===== src/boot_pkg.sv =====
package boot_pkg;
	localparam int CLK_MHZ = 50;
	localparam int HOLD_CLKS = 2;
	localparam int PROG_TIME_US = 5000;
	localparam int PROG_CYC = PROG_TIME_US * CLK_MHZ;
	localparam int ERASE_TIME_MS = 2500;
	localparam int ERASE_CYC = ERASE_TIME_MS * 1000 * CLK_MHZ;
	localparam int RX_IDLE_TIME_US = 5000;
	localparam int RX_IDLE_CYC = RX_IDLE_TIME_US * CLK_MHZ;
	localparam int BLINK_HZ = 3;
	localparam int BLINK_CYC = CLK_MHZ * 1000000 / (2 * BLINK_HZ);
	localparam logic [14:0] VEC_HI_ADDR = 15'h7FEE;
	localparam logic [14:0] VEC_LO_ADDR = 15'h7FEF;
	localparam logic [14:0] RAM_BASE = 15'h0050;
	localparam logic [14:0] EE_LO = 15'h0100;
	localparam logic [14:0] EE_HI = 15'h01FF;
	localparam logic [14:0] SRC_LAST = 15'h7FFF;
	localparam logic [7:0] COUNT_LIMIT = 8'hB0;
	localparam logic [15:0] PSEUDO_BASE = 16'h0054;
	localparam logic [15:0] PSEUDO_STEP = 16'h0003;
	localparam logic [7:0] ERASED_EPROM = 8'h00;
	localparam logic [7:0] ERASED_EE = 8'hFF;
	localparam logic [7:0] REG_STATUS = 8'h00;
	localparam logic [7:0] REG_PTIME = 8'h04;
	localparam logic [7:0] REG_VECTOR = 8'h08;
	localparam int ST_STATE_LSB = 0;
	localparam int ST_GREEN = 5;
	localparam int ST_RED = 6;
	localparam int ST_BOOT = 7;
	localparam int ST_MODE_LSB = 8;
	localparam int ST_VERIFY = 12;
	localparam int ST_REDIR = 13;
	typedef enum logic [4:0] {
		S_HOLD = 5'h00, S_VEC1 = 5'h01, S_VEC2 = 5'h02,
		S_SINGLE = 5'h03, S_BLANK = 5'h04, S_STOP = 5'h05,
		S_PD1 = 5'h06, S_ERASE = 5'h07, S_EECHK = 5'h08,
		S_SEC = 5'h09, S_FETCH = 5'h0A, S_LOAD = 5'h0B,
		S_PROG = 5'h0C, S_DONE = 5'h0D, S_SER = 5'h0E,
		S_RUN = 5'h0F
	} state_e;
endpackage


===== src/bootstrap_mode_loader.sv =====
// Overview of operation
// - Fetch start vector from bootstrap vector bytes
// - Select lines three and four: serial loader
// - Lines two, three high, four low: jump RAM
// - Non-zero EPROM byte lights red and stops
// - Erase passed, line one low: halt until high
// - Erase EEPROM bank, check, then clear security
// - Line two low: fixed five millisecond pulse
// - Ascending source order, skip non-array addresses
// - Gather sixteen bytes, then program them together
// - Skip erased sixteen-byte block or EEPROM byte
// - Data on port A, address on outputs
// - Request/acknowledge handshake; tied lines bypass it
// - Green toggles about three hertz while programming
// - Verify arrays against source; green pass, red fail
// - First compare output high on entering bootstrap
// - First byte below threshold counts following bytes
// - Large count fills all RAM; idle timeout executes
// - Loader mode redirects interrupts to RAM jumps
// - Pseudo-vectors three bytes apart, fixed order
// - Lines one, two high: EPROM only, EEPROM erased but not programmed
`timescale 1ns/1ps
`default_nettype none
module bootstrap_mode_loader
	import boot_pkg::*;
#(
	parameter int PROG_CYCLES = PROG_CYC,
	parameter int ERASE_CYCLES = ERASE_CYC,
	parameter int RX_IDLE_CYCLES = RX_IDLE_CYC,
	parameter int BLINK_CYCLES = BLINK_CYC,
	parameter logic [14:0] EPROM_LO = 15'h0400,
	parameter logic [14:0] EPROM_HI = 15'h7DFF,
	parameter logic [14:0] RAM_LAST = 15'h02FF
) (
	// Clock and reset
	input wire logic clk,
	input wire logic sys_rst,
	// Entry and mode pins
	input wire logic irq_elevated,
	input wire logic capture_input_one,
	input wire logic mode_select_one,
	input wire logic mode_select_two,
	input wire logic mode_select_three,
	input wire logic mode_select_four,
	// Parallel source
	input wire logic [7:0] port_a_in,
	input wire logic handshake_line_b,
	output logic handshake_line_a,
	output logic [7:0] port_b_out,
	output logic [4:0] port_c_out,
	output logic compare_output_one,
	output logic compare_output_two,
	// Indicators
	output logic green_led,
	output logic red_led,
	// Internal arrays and RAM
	input wire logic [7:0] mem_rdata,
	output logic [14:0] mem_addr,
	output logic [7:0] mem_wdata,
	output logic mem_we,
	output logic ram_we,
	output logic prog_pulse,
	output logic prog_ee,
	output logic ee_erase,
	output logic security_lock_bit_clear,
	// Serial receiver, same clock
	input wire logic rx_valid,
	input wire logic [7:0] rx_data,
	// Core hand-off
	input wire logic [2:0] int_index,
	output logic [15:0] start_vector,
	output logic [15:0] pseudo_vector,
	output logic vector_redirect,
	output logic exec_start,
	// AHB-Lite slave
	input wire logic hsel,
	input wire logic [31:0] haddr,
	input wire logic [1:0] htrans,
	input wire logic hwrite,
	input wire logic [2:0] hsize,
	input wire logic [31:0] hwdata,
	input wire logic hready,
	output logic hreadyout,
	output logic [31:0] hrdata,
	output logic hresp
);

	typedef struct packed {
		state_e state;
		logic [6:0] pin_s1;
		logic [6:0] pin_s2;
		logic [7:0] pa_s1;
		logic [7:0] pa_s2;
		logic [1:0] hold;
		logic boot;
		logic [3:0] mode;
		logic [14:0] addr;
		logic [31:0] timer;
		logic [31:0] blink;
		logic phase;
		logic [1:0] hs;
		logic [7:0] dat;
		logic [15:0][7:0] grp;
		logic [3:0] wi;
		logic nz;
		logic verify;
		logic ee_en;
		logic first;
		logic cnt_mode;
		logic [7:0] cnt;
		logic req;
		logic [14:0] ext_addr;
		logic cmp1;
		logic cmp2;
		logic green;
		logic red;
		logic [14:0] maddr;
		logic [7:0] wdata;
		logic we;
		logic rwe;
		logic prog;
		logic pee;
		logic erase;
		logic sec;
		logic [15:0] vec;
		logic [15:0] pseudo;
		logic redir;
		logic exec;
		logic a_ph;
		logic a_wr;
		logic [7:0] a_adr;
		logic [31:0] rdata;
		logic [31:0] ptime;
		logic rdy;
	} st_s;

	st_s st;
	st_s next_st;

	////////////////////////////////////////////////////////////////////
	function automatic logic [15:0] pv(input logic [2:0] i);
		pv = (i > 3'h5) ? 16'h0000 : PSEUDO_BASE + PSEUDO_STEP * 16'(i);
	endfunction

	function automatic logic in_eprom(input logic [14:0] a);
		in_eprom = (a >= EPROM_LO) && (a <= EPROM_HI);
	endfunction

	function automatic logic in_ee(input logic [14:0] a);
		in_ee = (a >= EE_LO) && (a <= EE_HI);
	endfunction

	// Jump over unused space so a pass costs bytes, not addresses
	function automatic logic [14:0] skip_to(input logic [14:0] a);
		if (a < EE_LO)
			skip_to = EE_LO;
		else if (a < EPROM_LO)
			skip_to = EPROM_LO;
		else if (a < SRC_LAST)
			skip_to = SRC_LAST;
		else
			skip_to = 15'h0000;
	endfunction

	// Synchronised pin aliases
	logic irq_s, cap_s, ack_s;
	logic [3:0] pd_s;
	assign irq_s = st.pin_s2[0];
	assign cap_s = st.pin_s2[1];
	assign pd_s = st.pin_s2[5:2];
	assign ack_s = st.pin_s2[6];

	logic [31:0] pulse_len;
	logic [31:0] status;
	assign pulse_len = st.mode[1] ? st.ptime : 32'(PROG_CYCLES);
	assign status = {18'h0, st.redir, st.verify, st.mode, st.boot, st.red,
		st.green, st.state};

	////////////////////////////////////////////////////////////////////
	always_comb begin
		next_st = st;
		next_st.pin_s1 = {handshake_line_b, mode_select_four,
			mode_select_three, mode_select_two, mode_select_one,
			capture_input_one, irq_elevated};
		next_st.pin_s2 = st.pin_s1;
		next_st.pa_s1 = port_a_in;
		next_st.pa_s2 = st.pa_s1;
		next_st.exec = 1'b0;
		next_st.sec = 1'b0;
		next_st.we = 1'b0;
		next_st.rwe = 1'b0;
		next_st.pseudo = st.redir ? pv(int_index) : 16'h0000;
		unique case (st.state)
			S_HOLD: begin
				// Sync delay makes this the pin level right after release
				if (st.hold == 2'(HOLD_CLKS)) begin
					next_st.boot = irq_s & cap_s;
					next_st.mode = pd_s;
					next_st.maddr = VEC_HI_ADDR;
					next_st.cmp1 = irq_s & cap_s;
					next_st.state = (irq_s & cap_s) ? S_VEC1 : S_SINGLE;
				end else begin
					next_st.hold = st.hold + 2'h1;
				end
			end
			S_VEC1: begin
				next_st.vec[15:8] = mem_rdata;
				next_st.maddr = VEC_LO_ADDR;
				next_st.state = S_VEC2;
			end
			S_VEC2: begin
				next_st.vec[7:0] = mem_rdata;
				next_st.addr = EPROM_LO;
				next_st.phase = 1'b0;
				next_st.ee_en = !(st.mode[0] & st.mode[1]);
				if (st.mode[3:2] == 2'b11) begin
					next_st.state = S_SER;
					next_st.redir = 1'b1;
					next_st.first = 1'b1;
					next_st.addr = RAM_BASE;
					next_st.timer = 32'h0;
				end else if (st.mode[3:1] == 3'b011) begin
					next_st.exec = 1'b1;
					next_st.state = S_RUN;
				end else if (st.mode == 4'b1010) begin
					next_st.verify = 1'b1;
					next_st.addr = 15'h0000;
					next_st.hs = 2'h0;
					next_st.state = S_FETCH;
				end else begin
					next_st.state = S_BLANK;
				end
			end
			S_BLANK, S_EECHK: begin
				// Array reads take one cycle, so address then check
				next_st.phase = !st.phase;
				if (!st.phase) begin
					next_st.maddr = st.addr;
				end else if (mem_rdata != ((st.state == S_BLANK) ?
					ERASED_EPROM : ERASED_EE)) begin
					next_st.red = 1'b1;
					next_st.state = S_STOP;
				end else if (st.state == S_BLANK && st.addr == EPROM_HI) begin
					next_st.green = 1'b1;
					next_st.state = S_PD1;
				end else if (st.state == S_EECHK && st.addr == EE_HI) begin
					next_st.sec = 1'b1;
					next_st.state = S_SEC;
				end else begin
					next_st.addr = st.addr + 15'h1;
				end
			end
			S_PD1: begin
				if (pd_s[0]) begin
					next_st.erase = 1'b1;
					next_st.timer = 32'h0;
					next_st.state = S_ERASE;
				end
			end
			S_ERASE: begin
				next_st.timer = st.timer + 32'h1;
				if (st.timer == 32'(ERASE_CYCLES - 1)) begin
					next_st.erase = 1'b0;
					next_st.addr = EE_LO;
					next_st.phase = 1'b0;
					next_st.state = S_EECHK;
				end
			end
			S_SEC: begin
				next_st.addr = 15'h0000;
				next_st.hs = 2'h0;
				next_st.grp = '0;
				next_st.nz = 1'b0;
				next_st.blink = 32'h0;
				next_st.state = S_FETCH;
			end
			S_FETCH: begin
				unique case (st.hs)
					2'h0: begin
						if (!in_eprom(st.addr) &&
							!(in_ee(st.addr) && st.ee_en)) begin
							if (st.addr == SRC_LAST) begin
								next_st.state = st.verify ? S_DONE : S_FETCH;
								next_st.green = st.verify ? 1'b1 : st.green;
								next_st.verify = 1'b1;
							end
							next_st.addr = skip_to(st.addr);
						end else begin
							next_st.ext_addr = st.addr;
							// Top bits move with the rest of the address
							next_st.cmp1 = st.addr[13];
							next_st.cmp2 = st.addr[14];
							next_st.req = 1'b1;
							next_st.hs = 2'h1;
						end
					end
					2'h1: begin
						if (ack_s) begin
							next_st.dat = st.pa_s2;
							next_st.req = 1'b0;
							next_st.hs = 2'h2;
						end
					end
					2'h2: begin
						if (!ack_s) begin
							next_st.maddr = st.addr;
							next_st.hs = 2'h3;
						end
					end
					2'h3: begin
						next_st.hs = 2'h0;
						if (st.verify) begin
							if (mem_rdata != st.dat) begin
								next_st.red = 1'b1;
								next_st.green = 1'b0;
								next_st.state = S_STOP;
							end else begin
								next_st.addr = st.addr + 15'h1;
							end
						end else if (in_ee(st.addr)) begin
							if (st.dat != ERASED_EE) begin
								next_st.we = 1'b1;
								next_st.wdata = st.dat;
								next_st.pee = 1'b1;
								next_st.prog = 1'b1;
								next_st.timer = 32'h0;
								next_st.state = S_PROG;
							end else begin
								next_st.addr = st.addr + 15'h1;
							end
						end else begin
							next_st.grp[st.addr[3:0]] = st.dat;
							next_st.nz = st.nz | (st.dat != ERASED_EPROM);
							if (st.addr[3:0] == 4'hF || st.addr == EPROM_HI) begin
								if (st.nz | (st.dat != ERASED_EPROM)) begin
									next_st.wi = 4'h0;
									next_st.state = S_LOAD;
								end else begin
									next_st.addr = st.addr + 15'h1;
								end
							end else begin
								next_st.addr = st.addr + 15'h1;
							end
						end
					end
				endcase
			end
			S_LOAD: begin
				// Untaken bytes stay erased so they program nothing
				next_st.we = 1'b1;
				next_st.maddr = {st.addr[14:4], st.wi};
				next_st.wdata = st.grp[st.wi];
				next_st.wi = st.wi + 4'h1;
				if (st.wi == 4'hF) begin
					next_st.timer = 32'h0;
					next_st.pee = 1'b0;
					// Pulse starts here so it lasts the full count
					next_st.prog = 1'b1;
					next_st.state = S_PROG;
				end
			end
			S_PROG: begin
				next_st.prog = 1'b1;
				next_st.timer = st.timer + 32'h1;
				if (st.timer == pulse_len - 32'h1) begin
					next_st.prog = 1'b0;
					next_st.pee = 1'b0;
					next_st.grp = '0;
					next_st.nz = 1'b0;
					next_st.addr = st.addr + 15'h1;
					next_st.state = S_FETCH;
				end
			end
			S_SER: begin
				next_st.timer = st.timer + 32'h1;
				if (rx_valid) begin
					next_st.timer = 32'h0;
					next_st.first = 1'b0;
					if (st.first) begin
						next_st.cnt_mode = rx_data < COUNT_LIMIT;
						next_st.cnt = rx_data;
						if (rx_data == 8'h00) begin
							next_st.exec = 1'b1;
							next_st.state = S_RUN;
						end
					end else begin
						next_st.rwe = 1'b1;
						next_st.maddr = st.addr;
						next_st.wdata = rx_data;
						next_st.addr = st.addr + 15'h1;
						next_st.cnt = st.cnt - 8'h1;
						if ((st.cnt_mode && st.cnt == 8'h01) ||
							st.addr == RAM_LAST) begin
							next_st.exec = 1'b1;
							next_st.state = S_RUN;
						end
					end
				end else if (st.timer == 32'(RX_IDLE_CYCLES - 1)) begin
					next_st.exec = 1'b1;
					next_st.state = S_RUN;
				end
			end
			S_SINGLE, S_STOP, S_DONE, S_RUN: begin
			end
			default: next_st.state = S_STOP;
		endcase
		// Slow blink without a second clock
		if ((st.state == S_FETCH || st.state == S_LOAD ||
			st.state == S_PROG) && !st.verify) begin
			next_st.blink = st.blink + 32'h1;
			if (st.blink == 32'(BLINK_CYCLES - 1)) begin
				next_st.blink = 32'h0;
				next_st.green = !st.green;
			end
		end
		// Ready from a flop; low for one cycle after reset
		next_st.rdy = 1'b1;
		// AHB-Lite: zero wait, data read in the address phase
		next_st.a_ph = hsel & hready & htrans[1];
		if (hsel & hready & htrans[1]) begin
			next_st.a_wr = hwrite;
			next_st.a_adr = haddr[7:0];
			unique case (haddr[7:0])
				REG_STATUS: next_st.rdata = status;
				REG_PTIME: next_st.rdata = st.ptime;
				REG_VECTOR: next_st.rdata = {st.pseudo, st.vec};
				default: next_st.rdata = 32'h0;
			endcase
		end
		if (st.a_ph && st.a_wr && st.a_adr == REG_PTIME)
			next_st.ptime = hwdata;
	end

	always_ff @(posedge clk or posedge sys_rst) begin
		if (sys_rst) begin
			st <= '0;
			st.state <= S_HOLD;
			st.ptime <= 32'(PROG_CYC);
		end else begin
			st <= next_st;
		end
	end

	////////////////////////////////////////////////////////////////////
	assign handshake_line_a = st.req;
	assign port_b_out = st.ext_addr[7:0];
	assign port_c_out = st.ext_addr[12:8];
	assign compare_output_one = st.cmp1;
	assign compare_output_two = st.cmp2;
	assign green_led = st.green;
	assign red_led = st.red;
	assign mem_addr = st.maddr;
	assign mem_wdata = st.wdata;
	assign mem_we = st.we;
	assign ram_we = st.rwe;
	assign prog_pulse = st.prog;
	assign prog_ee = st.pee;
	assign ee_erase = st.erase;
	assign security_lock_bit_clear = st.sec;
	assign start_vector = st.vec;
	assign pseudo_vector = st.pseudo;
	assign vector_redirect = st.redir;
	assign exec_start = st.exec;
	assign hreadyout = st.rdy;
	assign hrdata = st.rdata;
	assign hresp = st.a_ph & 1'b0;
endmodule // bootstrap_mode_loader
`default_nettype wire


===== config.mk =====
export PLATFORM = sky130hd
export DESIGN_NAME = bootstrap_mode_loader
export DESIGN_NICKNAME = d
export VERILOG_FILES = /design/src/boot_pkg.sv /design/src/bootstrap_mode_loader.sv
export SDC_FILE = /design/constraint.sdc
export NUM_CORES = 1
export LEC_CHECK = 0
export BUFFER_PORTS_ARGS = -buffer_cell sky130_fd_sc_hd__buf_2
export CAP_MARGIN = 0
export CORE_AREA = 2 2 264 318
export CTS_CLUSTER_DIAMETER = 200
export DETAILED_ROUTE_END_ITERATION = 7
export DIE_AREA = 0 0 266 320
export GPL_TIMING_DRIVEN = 0
export PLACE_DENSITY = 0.49
export SLEW_MARGIN = 5
export SYNTH_ARGS = -nofsm -noshare
export SYNTH_HDL_FRONTEND = slang
export SYNTH_SLANG_ARGS = --single-unit

===== constraint.sdc =====
create_clock -name clk -period 26.6 [get_ports clk]
set_input_delay 5.32 -clock clk [delete_from_list [all_inputs] [get_ports clk]]
set_output_delay 5.32 -clock clk [all_outputs]
set_load 0.005 [all_outputs]

==> results.md, run 1 <==
Status:
- The run finished with clean final reports.

GRT:
- In the global route stage, met3 resource usage came out at 2.55%.
- The met1 track utilization from global routing is 24.4%.
- The initial antenna violation count is 6.
- The via count of the first global-routing pass is 21,199.
- The total track usage is about a fifth.
- The global-route congestion overflow total is 0.
- Entering global routing, the biggest net connects ~110 pins.
- The layer flagged by global routing as most heavily used is met2.
- The fraction of met2 tracks used by global routing is 35.6%.
- The first global-routing pass estimated around 130,000 um of wire.

Floorplanning:
- Pin placement for this block handled 224 I/O pins.
- The floorplan step set the die height to 320 um.
- The core region is 81,700 um2.
- The initial core utilization is between 20 and 30%.
- Row generation in the floorplan step produced 115 rows.
- The die covers 85,100 um2.
- The die is roughly 270 um wide.

Logic synthesis:
- After synthesis the netlist holds a flip-flop and latch count of between 400 and 500.
- Sorting the synthesized cells by area gives the leading types as dfrtp_1 (43%), a22oi_1 (4.9%), mux2_2 (4.4%).
- The area of the mapped netlist is 24,500 um2.
- The most used flip-flop cell after synthesis is dfrtp_1.
- The share of Yosys cell area claimed by the top area cell type is 42.6%.
- The simple-gate share of the synthesized area is 14.9%.
- The synthesized netlist devotes 2.62% of its cell area to XOR and XNOR gates.
- Summing the areas of all compound-gate instances in the mapped netlist gives 20.1% of the synthesized area.
- In this run, synthesis inferred 0 flip-flops with an integrated enable.
- The cell count after synthesis came out at between 2,000 and 3,000.
- The average size of a mapped cell is between 9 and 10 um2.
- The distinct cell type count of the synthesized netlist is 99.
- The commonest cells after synthesis are dfrtp_1 (416), nand2_1 (208), o21ai_0 (188), nor2_1 (177), inv_1 (173).
- The post-synthesis mux area share is 8.30%.
- dfrtp_1 takes more of the synthesized area than any other cell.
- Summing the areas of all fa, ha and maj instances in the mapped netlist gives 1.23% of the synthesized area.
- The most common cell in the synthesized netlist is dfrtp_1.
- The main combinational cell family by area after synthesis is compound AO/OA/AOI/OAI gates.
- The sequential fraction of the synthesis area is approximately 43%.
- The number of warnings issued by yosys is 0.
- The share of async-settable or async-resettable flops after synthesis is 100%.

Finish:
- Counting the fill cells in the layout gives 8,389.
- Summing all multi-input logic gate instances after layout gives 11,600 um2.
- The net count reported at finish is 2,931.
- Of the cells placed in the final design, the portion with a size suffix greater than 1 is 23.8%.
- The area growth from synthesis to final layout is 17.1%.
- Across the whole layout, storage elements account for 10,600 um2.

Setup path:
- The slowest cell on the critical path is or4_1.
- For the worst setup path, the data required time is 27.07 ns.
- The reg2reg setup slack is 20.67 ns.
- The largest incremental delay on the critical path is 0.57 ns.
- By instance count, the cell type seen most on the critical path is buf_2.
- Data arrives at the worst endpoint at 8.32 ns.
- The kind of start point of the critical path is an input port.
- Of all nets on the critical path, the largest fanout is 10.
- By startpoint and endpoint, the worst setup path is classified as input port to flip-flop.
- The critical path contains buffers and inverters numbering 3 combined.
- The critical path goes through buf_2 -> nor4_1 -> a31oi_1 -> nand2b_1 -> a2111o_1 -> or4_1 -> clkbuf_1 -> a21oi_4 -> buf_2 -> a2bb2oi_1.
- The category of cells accounting for the largest share of critical-path delay is simple AND/OR/NAND/NOR gates.
- The worst setup path is captured at a flip-flop.

Routing:
- The number of iterations in the first detailed-routing pass is 5.
- The mean number of vias per cell is 5.37.
- In this run the remaining antenna-violating nets after routing total 0.
- The count of unresolved DRC violations after routing is 0.
- The total via count after detailed routing is 20,914.
- The overall routed net length is 87,300 um.
- The mean routed wirelength per cell is 22.4 um.
- In this run, the number of DRC markers left after iteration 0 of detailed routing was ~1,400.

Timing:
- The clock arrives with roughly 0.044 ns of skew.
- Timing would allow up to 127 MHz.
- Measured against its own limit, the worst slew margin works out to between 10% and 20%.
- Setup violations remaining at the end of the flow were counted as 0.
- After routing, the total negative slack on setup checks comes to 0 ns.
- The shortest clock period the worst path allows after layout is between 7 and 8 ns.
- The final critical-path share of the clock period is 29.5%.
- The measured slew at the worst slew-check pin is 1.25 ns.
- Once routing completed, OpenROAD measured the worst setup slack at 18.74 ns.
- The hold violation total from the final report was 0.
- Setup repair after global routing left no endpoint under its margin.
- The count of final max-slew check failures came to 0.

Clocking:
- The post-CTS repair timing setup buffer count is 0.
- The TritonCTS sink count is 423.
- The quantity of gates resized following cts is 0.
- In this run the number of H-tree levels came out at 2.
- The number of hold buffers added after cts is 0.
- The buffer levels on the longest clock path is 3.
- The clock-pin transition on the worst setup and hold timing paths is approximately 0.06 ns.
- The root buffer cell is clkbuf_16.
- Counting the buffers created by CTS gives about 50.
- TritonCTS built the clock tree.
- The clock latency on the worst-skew pair is 0.62 ns.

Place:
- Buffers placed on the I/O ports in this run total 185.
- The final estimated routing congestion in global placement is between 0.9 and 1.
- Timing analysis after detailed placement gives a worst setup slack of 18.18 ns.
- After legalization and detailed placement, the total HPWL measured about 65,000 um.

Worst hold path:
- The min-delay analysis places its worst path in the category flip-flop to flip-flop.

Power and ir drop:
- Power spread over the standard cell area amounts to 50.9 nW/um2.
- The leakage power is 12.1 nW.
- IR analysis of the VDD net gives a maximum drop of 44.5 uV.

Run:
- Across the run, the number of max-cap violations was 0.
## flip-flops by register name, summed over array words and instances (netlist names), 4 cells and up
name and count:
hrdata 32, mem_addr 15, mem_wdata 8, next_st 15, pd_s 4, port_b_out 8, port_c_out 5, pseudo_vector 7
st 297, start_vector 16
## power breakdown
part | internal (mW) | leakage (nW) | switching [mW]
clock network | 0.456 | 0.873 | 0.296
registers | 0.652 | 5.62 | 0.00598
logic | 0.0158 | 5.62 | 0.0309
total | 1.12 | 12.1 | 0.333
## layer usage
| metal | wire, um | up-vias | part of all wire (%) |
|---|---|---|---|
| li1 | - | 9555 | - |
| met1 | 34900 | 10505 | 40 |
| met2 | 43900 | 648 | 50 |
| met3 | 3990 | 200 | 4.6 |
| met4 | 4460 | 6 | 5.1 |
| met5 | 34 | - | 0.039 |
## metrics by stage
stage / cell area (um2) / util (%) / hold WS (ns) / total power [mW] / instances
4_1_cts: 28600 / 35.0 / 0.348 / 1.48 / 3891
3_3_place_gp: 26700 / 32.7 / 0.334 / 0.715 / 3797
5_1_grt: 28600 / 35.0 / 0.357 / 1.51 / 3892
6_report: 28600 / 35.0 / 0.347 / 1.46 / 3892
3_5_place_dp: 26800 / 32.8 / 0.335 / 0.717 / 3800
2_1_floorplan: 24500 / - / 0.331 / 0.694 / 2559
## worst register-to-register path, stage by stage, from the launching register on
cell and delay (ns):
dfrtp_1 0.43, clkbuf_1 0.50, clkbuf_1 0.53, buf_1 0.56, buf_1 0.57, nand2_1 0.13
ha_1 0.21, clkbuf_1 0.20, inv_1 0.21, nor2_1 0.09, a221oi_1 0.55, o22ai_1 0.14
a2111oi_0 0.35, nand4_1 0.18, nor4b_2 0.74, a31oi_1 0.19, a221oi_1 0.24
## cell families after synthesis
group,after synthesis
XOR/XNOR,70
other,2
flip-flops,423
AND/OR/NAND/NOR,732
multiplexers,141
adder cells (fa/ha/maj),24
AO/OA/AOI/OAI,702
buffers and inverters,456
## final cells by class
type	instances	area share [%]
Timing Repair Buffer	188	3.52
Clock buffer	64	4.83
Buffer	282	5.81
Sequential cell	423	37.0
Tap cell	1053	4.60
Clock inverter	27	1.41
Inverter	174	2.31
Antenna cell	1	0.00874
Multi-Input combinational cell	1680	40.5
## placed cells by master (no fill, tap or decap), types with 40 or more instances in the layout
master / Yosys / routed
clkbuf_16: 0 / 50
nor2_1: 177 / 177
buf_4: 102 / 102
nand2_1: 208 / 208
a22oi_1: 160 / 160
mux2_2: 95 / 95
o21ai_0: 188 / 188
nand3_1: 71 / 71
clkbuf_1: 129 / 135
mux4_2: 40 / 40
a21oi_1: 56 / 56
inv_1: 173 / 172
nor3_1: 48 / 48
o21ai_2: 100 / 100
dfrtp_1: 416 / 416
buf_2: 5 / 190
## worst paths after layout
path                                    from  endpoint  cells past startpoint
worst min register to register  next_st[416]     irq_s                      0
worst max-delay path            mem_rdata[3]   st[381]                     10
min in group asynchronous            sys_rst   st[223]                      2
worst min-delay path            next_st[416]     irq_s                      0
max in group asynchronous            sys_rst    st[15]                      4
worst max register to register       st[394]   st[170]                     16
Note: power is estimated with default switching activity, not from simulation.
==> run 2, diff against run 1 <==
--- a/config.mk
+++ b/config.mk
@@ -5,14 +5,15 @@
 export SDC_FILE = /design/constraint.sdc
 export NUM_CORES = 1
 export LEC_CHECK = 0
+export ABC_AREA = 1
 export BUFFER_PORTS_ARGS = -buffer_cell sky130_fd_sc_hd__buf_2
 export CAP_MARGIN = 0
-export CORE_AREA = 2 2 264 318
+export CORE_AREA = 2 2 261 314
 export CTS_CLUSTER_DIAMETER = 200
 export DETAILED_ROUTE_END_ITERATION = 7
-export DIE_AREA = 0 0 266 320
+export DIE_AREA = 0 0 263 316
 export GPL_TIMING_DRIVEN = 0
-export PLACE_DENSITY = 0.49
+export PLACE_DENSITY = 0.5
 export SLEW_MARGIN = 5
 export SYNTH_ARGS = -nofsm -noshare
 export SYNTH_HDL_FRONTEND = slang
==> constraint.sdc (replaced) <==
create_clock -name clk -period 6.96 [get_ports clk]
set_input_delay 1.392 -clock clk [delete_from_list [all_inputs] [get_ports clk]]
set_output_delay 1.392 -clock clk [all_outputs]
set_load 0.005 [all_outputs]
==> run 2 against run 1 <==
Compared with the run above:
- non-clock buffer count down 52
- final cell count increased by 13%
- combinational power rose to 73 times the previous value
- final area decreased by 2.0%
- sequential power increased to 4.7 times the previous value
- flip-flop and latch count is the same
- sequential share of layout area rose by 0.77 points
- core utilization is essentially flat
- critical path type is now flip-flop to flip-flop
==> results.md, run 2 <==
Setup path:
- The kind of capture point of the worst setup path is a flip-flop.
- The category of the critical setup timing path is flip-flop to flip-flop.
- The endpoint arrival time on the critical path is 4.25 ns (-4.07 ns).
- The data required time at the worst endpoint is 7.51 ns (-19.56 ns).
- The capture instance of the worst register-to-register path is st[289].
- The source of the worst register-to-register timing path is st[432].
- The maximum fanout count along the critical path was 10 (unchanged).
- The worst setup path is launched from a flip-flop.
- The reg2reg setup slack is 3.25 ns (-17.42 ns).
- The worst reg-to-reg path cell count is 10 (-6).

Logic synthesis:
- The area of the mapped netlist was 23,800 um2 (-2.7%).
- The number of enable flip-flop cells after synthesis is 0 (unchanged).
- The number of warnings issued by yosys is 0 (unchanged).
- The number of synthesized register bits came to 423 (unchanged).
- The share of Yosys cell area claimed by the top area cell type was 43.7% (+1.2 points).
- In the synthesized netlist the dominant register cell turns out to be dfrtp_1.
- The distinct cell type count of the synthesized netlist is 54 (-45%).
- The average size of a mapped cell came to 7.75 um2 (-19%).
- Ranked by instance count, the synthesized netlist is headed by nand2_1 (851), dfrtp_1 (416), nor2_1 (337), inv_1 (258), o21ai_0 (186).
- The share of async-settable or async-resettable flops after synthesis is 100% (unchanged).
- The count of mapped cells out of synthesis is 3,071 (+20%).
- The most common cell in the synthesized netlist is nand2_1.
- In the post-synthesis netlist, the biggest area contributors are dfrtp_1 (44%), nand2_1 (13%), nor2_1 (5.3%).
- The sequential fraction of the synthesis area came to 44.5% (+1.2 points).
- The largest total area in the synthesized netlist belongs to dfrtp_1.

Run:
- The number of maximum-capacitance constraint violations came to 0 (unchanged).

Place:
- The number of port buffers was 184 (-0.54%).
- The final estimated routing congestion in global placement is 0.936 (-4.0%).
- The instance count after placement with tap cells included came to 4,322 (+14%).
- The instance area at placement is 26,300 um2 (-1.8%).
- The total half-perimeter wirelength after legalization and detailed placement is 70,100 um (+7.2%).

Power and ir drop:
- The total power after layout is 9.27 mW (+540%).
- The sequential power share is 33.7% (-12 points).
- The proportion of power drawn by the clock network is 29.6% (-22 points).
- The internal power summed over all cells is 5.46 mW (+390%).
- The total power per unit cell area is 331 nW/um2 (+550%).
- The switching power total is 3.81 mW (+1000%).
- The portion of total power attributed to combinational logic is 36.7% (+34 points).
- The peak supply drop is 203 uV (+350%).
- The switching share of power is 41.1% (+18 points).
- The leakage power is 13.4 nW (+11%).

GRT:
- The pin count of the biggest net entering global routing was 37 (-67%).
- The global-route congestion overflow total came to 0 (unchanged).
- The total track usage came to 21.3% (+1.1 points).
- The wire length of the first global-routing pass is 136,000 um (+2.7%).
- The initial antenna violation count is 1 (-5).
- The via count of the first global-routing pass is 22,141 (+4.4%).

Finish:
- The commonest non-fill, non-tap cell in the layout is nand2_1.
- The register with the most flip-flops is st.
- In the layout the commonest cells are nand2_1 (851), dfrtp_1 (416), nor2_1 (337).
- The area growth from synthesis to final layout is 17.8%.
- The final non-filler cell total is 4,414 (+13%).
- The net count reported at finish came to 3,464 (+18%).
- The fraction of final layout cells with drive strength greater than 1 is 15.6% (-8.2 points).
- The post-route standard cell area excluding fillers is 28,000 um2 (-2.0%).
- The number of flip-flops in the largest register was 297 (unchanged).
- The total inserted antenna cells came to 0 (-1).

Routing:
- The mean routed wirelength per cell came to 20.4 um (-9.2%).
- The overall routed net length is 89,900 um (+3.0%).
- The post-route antenna net violation count is 0 (unchanged).
- The total via count after detailed routing is 22,367 (+6.9%).
- The count of unresolved DRC violations after routing is 0 (unchanged).
- The mean number of vias per cell was 5.07 (-5.7%).
- The number of iterations in the first detailed-routing pass is 6 (+1).
- The violation count after the first detailed-routing iteration is 1,747 (+28%).

Timing:
- The measured slew at the worst slew-check pin is 1.29 ns (+0.0393 ns).
- For this run, the top clock speed supported by timing is 270 MHz.
- The clock period could shrink to 3.71 ns.
- The final critical-path share of the clock period is a little over half.
- Setup repair after global routing left no endpoint under its margin.
- The final total negative setup slack is 0 ns (unchanged).
- The setup-violating endpoint count in the final report is 0 (unchanged).
- The setup clock skew after layout is 0.0260 ns (-0.0184 ns).
- The count of final max-slew check failures is 0 (unchanged).
- The hold violation total from the final report came to 0 (unchanged).
- The relative slew slack is 13.0% (-2.8 points).

Clocking:
- The buffer levels on the longest clock path came to 3 (unchanged).
- The number of hold buffers added after cts is 0 (unchanged).
- TritonCTS built the clock tree.
- The root buffer cell is clkbuf_16.
- The post-CTS repair timing setup buffer count came to 0 (unchanged).
- The TritonCTS sink count is 423 (unchanged).
- The clock-pin transition on the worst setup and hold timing paths is 0.06 ns (about the same).
- The number of buffers created by CTS is 51 (+4.1%).
- The H-tree depth is 2 (unchanged).
- The clock latency on the worst-skew pair is 0.62 ns (about the same).
- The quantity of gates resized following cts is 0 (unchanged).

Floorplanning:
- The initial core utilization came to 29.7% (-0.23 points).
- The chip width is 263 um (-1.1%).
- The standard-cell row count is 114 (-0.87%).
- The core footprint is 80,200 um2 (-1.9%).
- The die extent in y is 316 um (-1.3%).
- The floorplan die area came to 83,100 um2 (-2.4%).
- The number of I/O pins is 224 (unchanged).

Worst hold path:
- The worst-case hold path end point is pd_s[2].
- The startpoint of the most critical hold path is next_st[420].
- In this run the worst hold path is classified as flip-flop to flip-flop.
- The number of stages on the worst hold path was 0 (unchanged).

Status:
- The flow ran to the end, and the final reports show no timing, DRC or antenna violations.
==> run 2: critical path: stages (launching register included) <==
cell and delay, ns:
dfrtp_1 0.47, inv_1 0.17, nand2_1 0.17, nor2_2 0.43, inv_1 0.24, buf_2 0.27
buf_1 0.30, nor2_1 0.75, clkbuf_1 0.55, nand4_1 0.17, nand2_1 0.10
==> run 2: worst max-delay path by stage <==
stage	from	to	slack [ns]	depth (start not counted)
2_1_floorplan	sys_rst	ack_s	-0.13	1
3_3_place_gp	sys_rst	st[216]	-3.34	2
3_5_place_dp	rx_valid	st[431]	2.95	14
4_1_cts	st[432]	st[257]	3.31	10
5_1_grt	st[432]	st[239]	3.09	10
6_report	st[432]	st[289]	3.25	10
==> run 2: routing by layer <==
layer / track usage [%] / vias up / part of all wire (%) / wire length (um)
li1: - / 10632 / - / -
met1: 26.3 / 10876 / 42 / 37700
met2: 38.4 / 685 / 50 / 44800
met3: 2.69 / 174 / 4.8 / 4320
met4: 7.32 / 0 / 3.4 / 3030
met5: 0 / - / 0 / 0
==> run 2: cells by family (layout without fill, tap and decap cells) <==
| kind of cell | Yosys count | in the layout | share of synthesized area, % |
|---|---|---|---|
| AND/OR/NAND/NOR | 1616 | 1616 | 29.5 |
| buffers and inverters | 493 | 783 | 10.2 |
| flip-flops | 423 | 423 | 44.5 |
| AO/OA/AOI/OAI | 408 | 408 | 10.3 |
| XOR/XNOR | 64 | 64 | 2.36 |
| multiplexers | 41 | 41 | 1.89 |
| adder cells (fa/ha/maj) | 24 | 24 | 1.26 |
| other | 2 | 11 | 0.0316 |
==> run 2: area by class of cell <==
type	instances	area, um2
Clock inverter	20	203
Clock buffer	72	1490
Sequential cell	423	10600
Timing Repair Buffer	198	1200
Tap cell	1044	1310
Buffer	220	1390
Fill cell	8593	52100
Inverter	273	1030
Multi-Input combinational cell	2164	10800
==> run 2: power groups by stage <==
stage               clock network [mW]  registers (mW)  logic [mW]
finish                            2.75            3.12        3.40
floorplan                            0            2.98        2.22
global placement                     0            3.16        3.35
detailed placement                   0            3.16        3.36
CTS                               2.81            3.12        3.38
global route                      2.90            3.15        3.74
==> run 2: per-stage QoR <==
stage	setup WS, ns	hold WS (ns)	utilization, %
global route	3.09	0.355	35.0
global placement	-3.34	0.333	32.5
detailed placement	2.95	0.336	32.9
floorplan	-0.134	0.331	-
finish	3.25	0.338	35.0
CTS	3.31	0.346	35.0
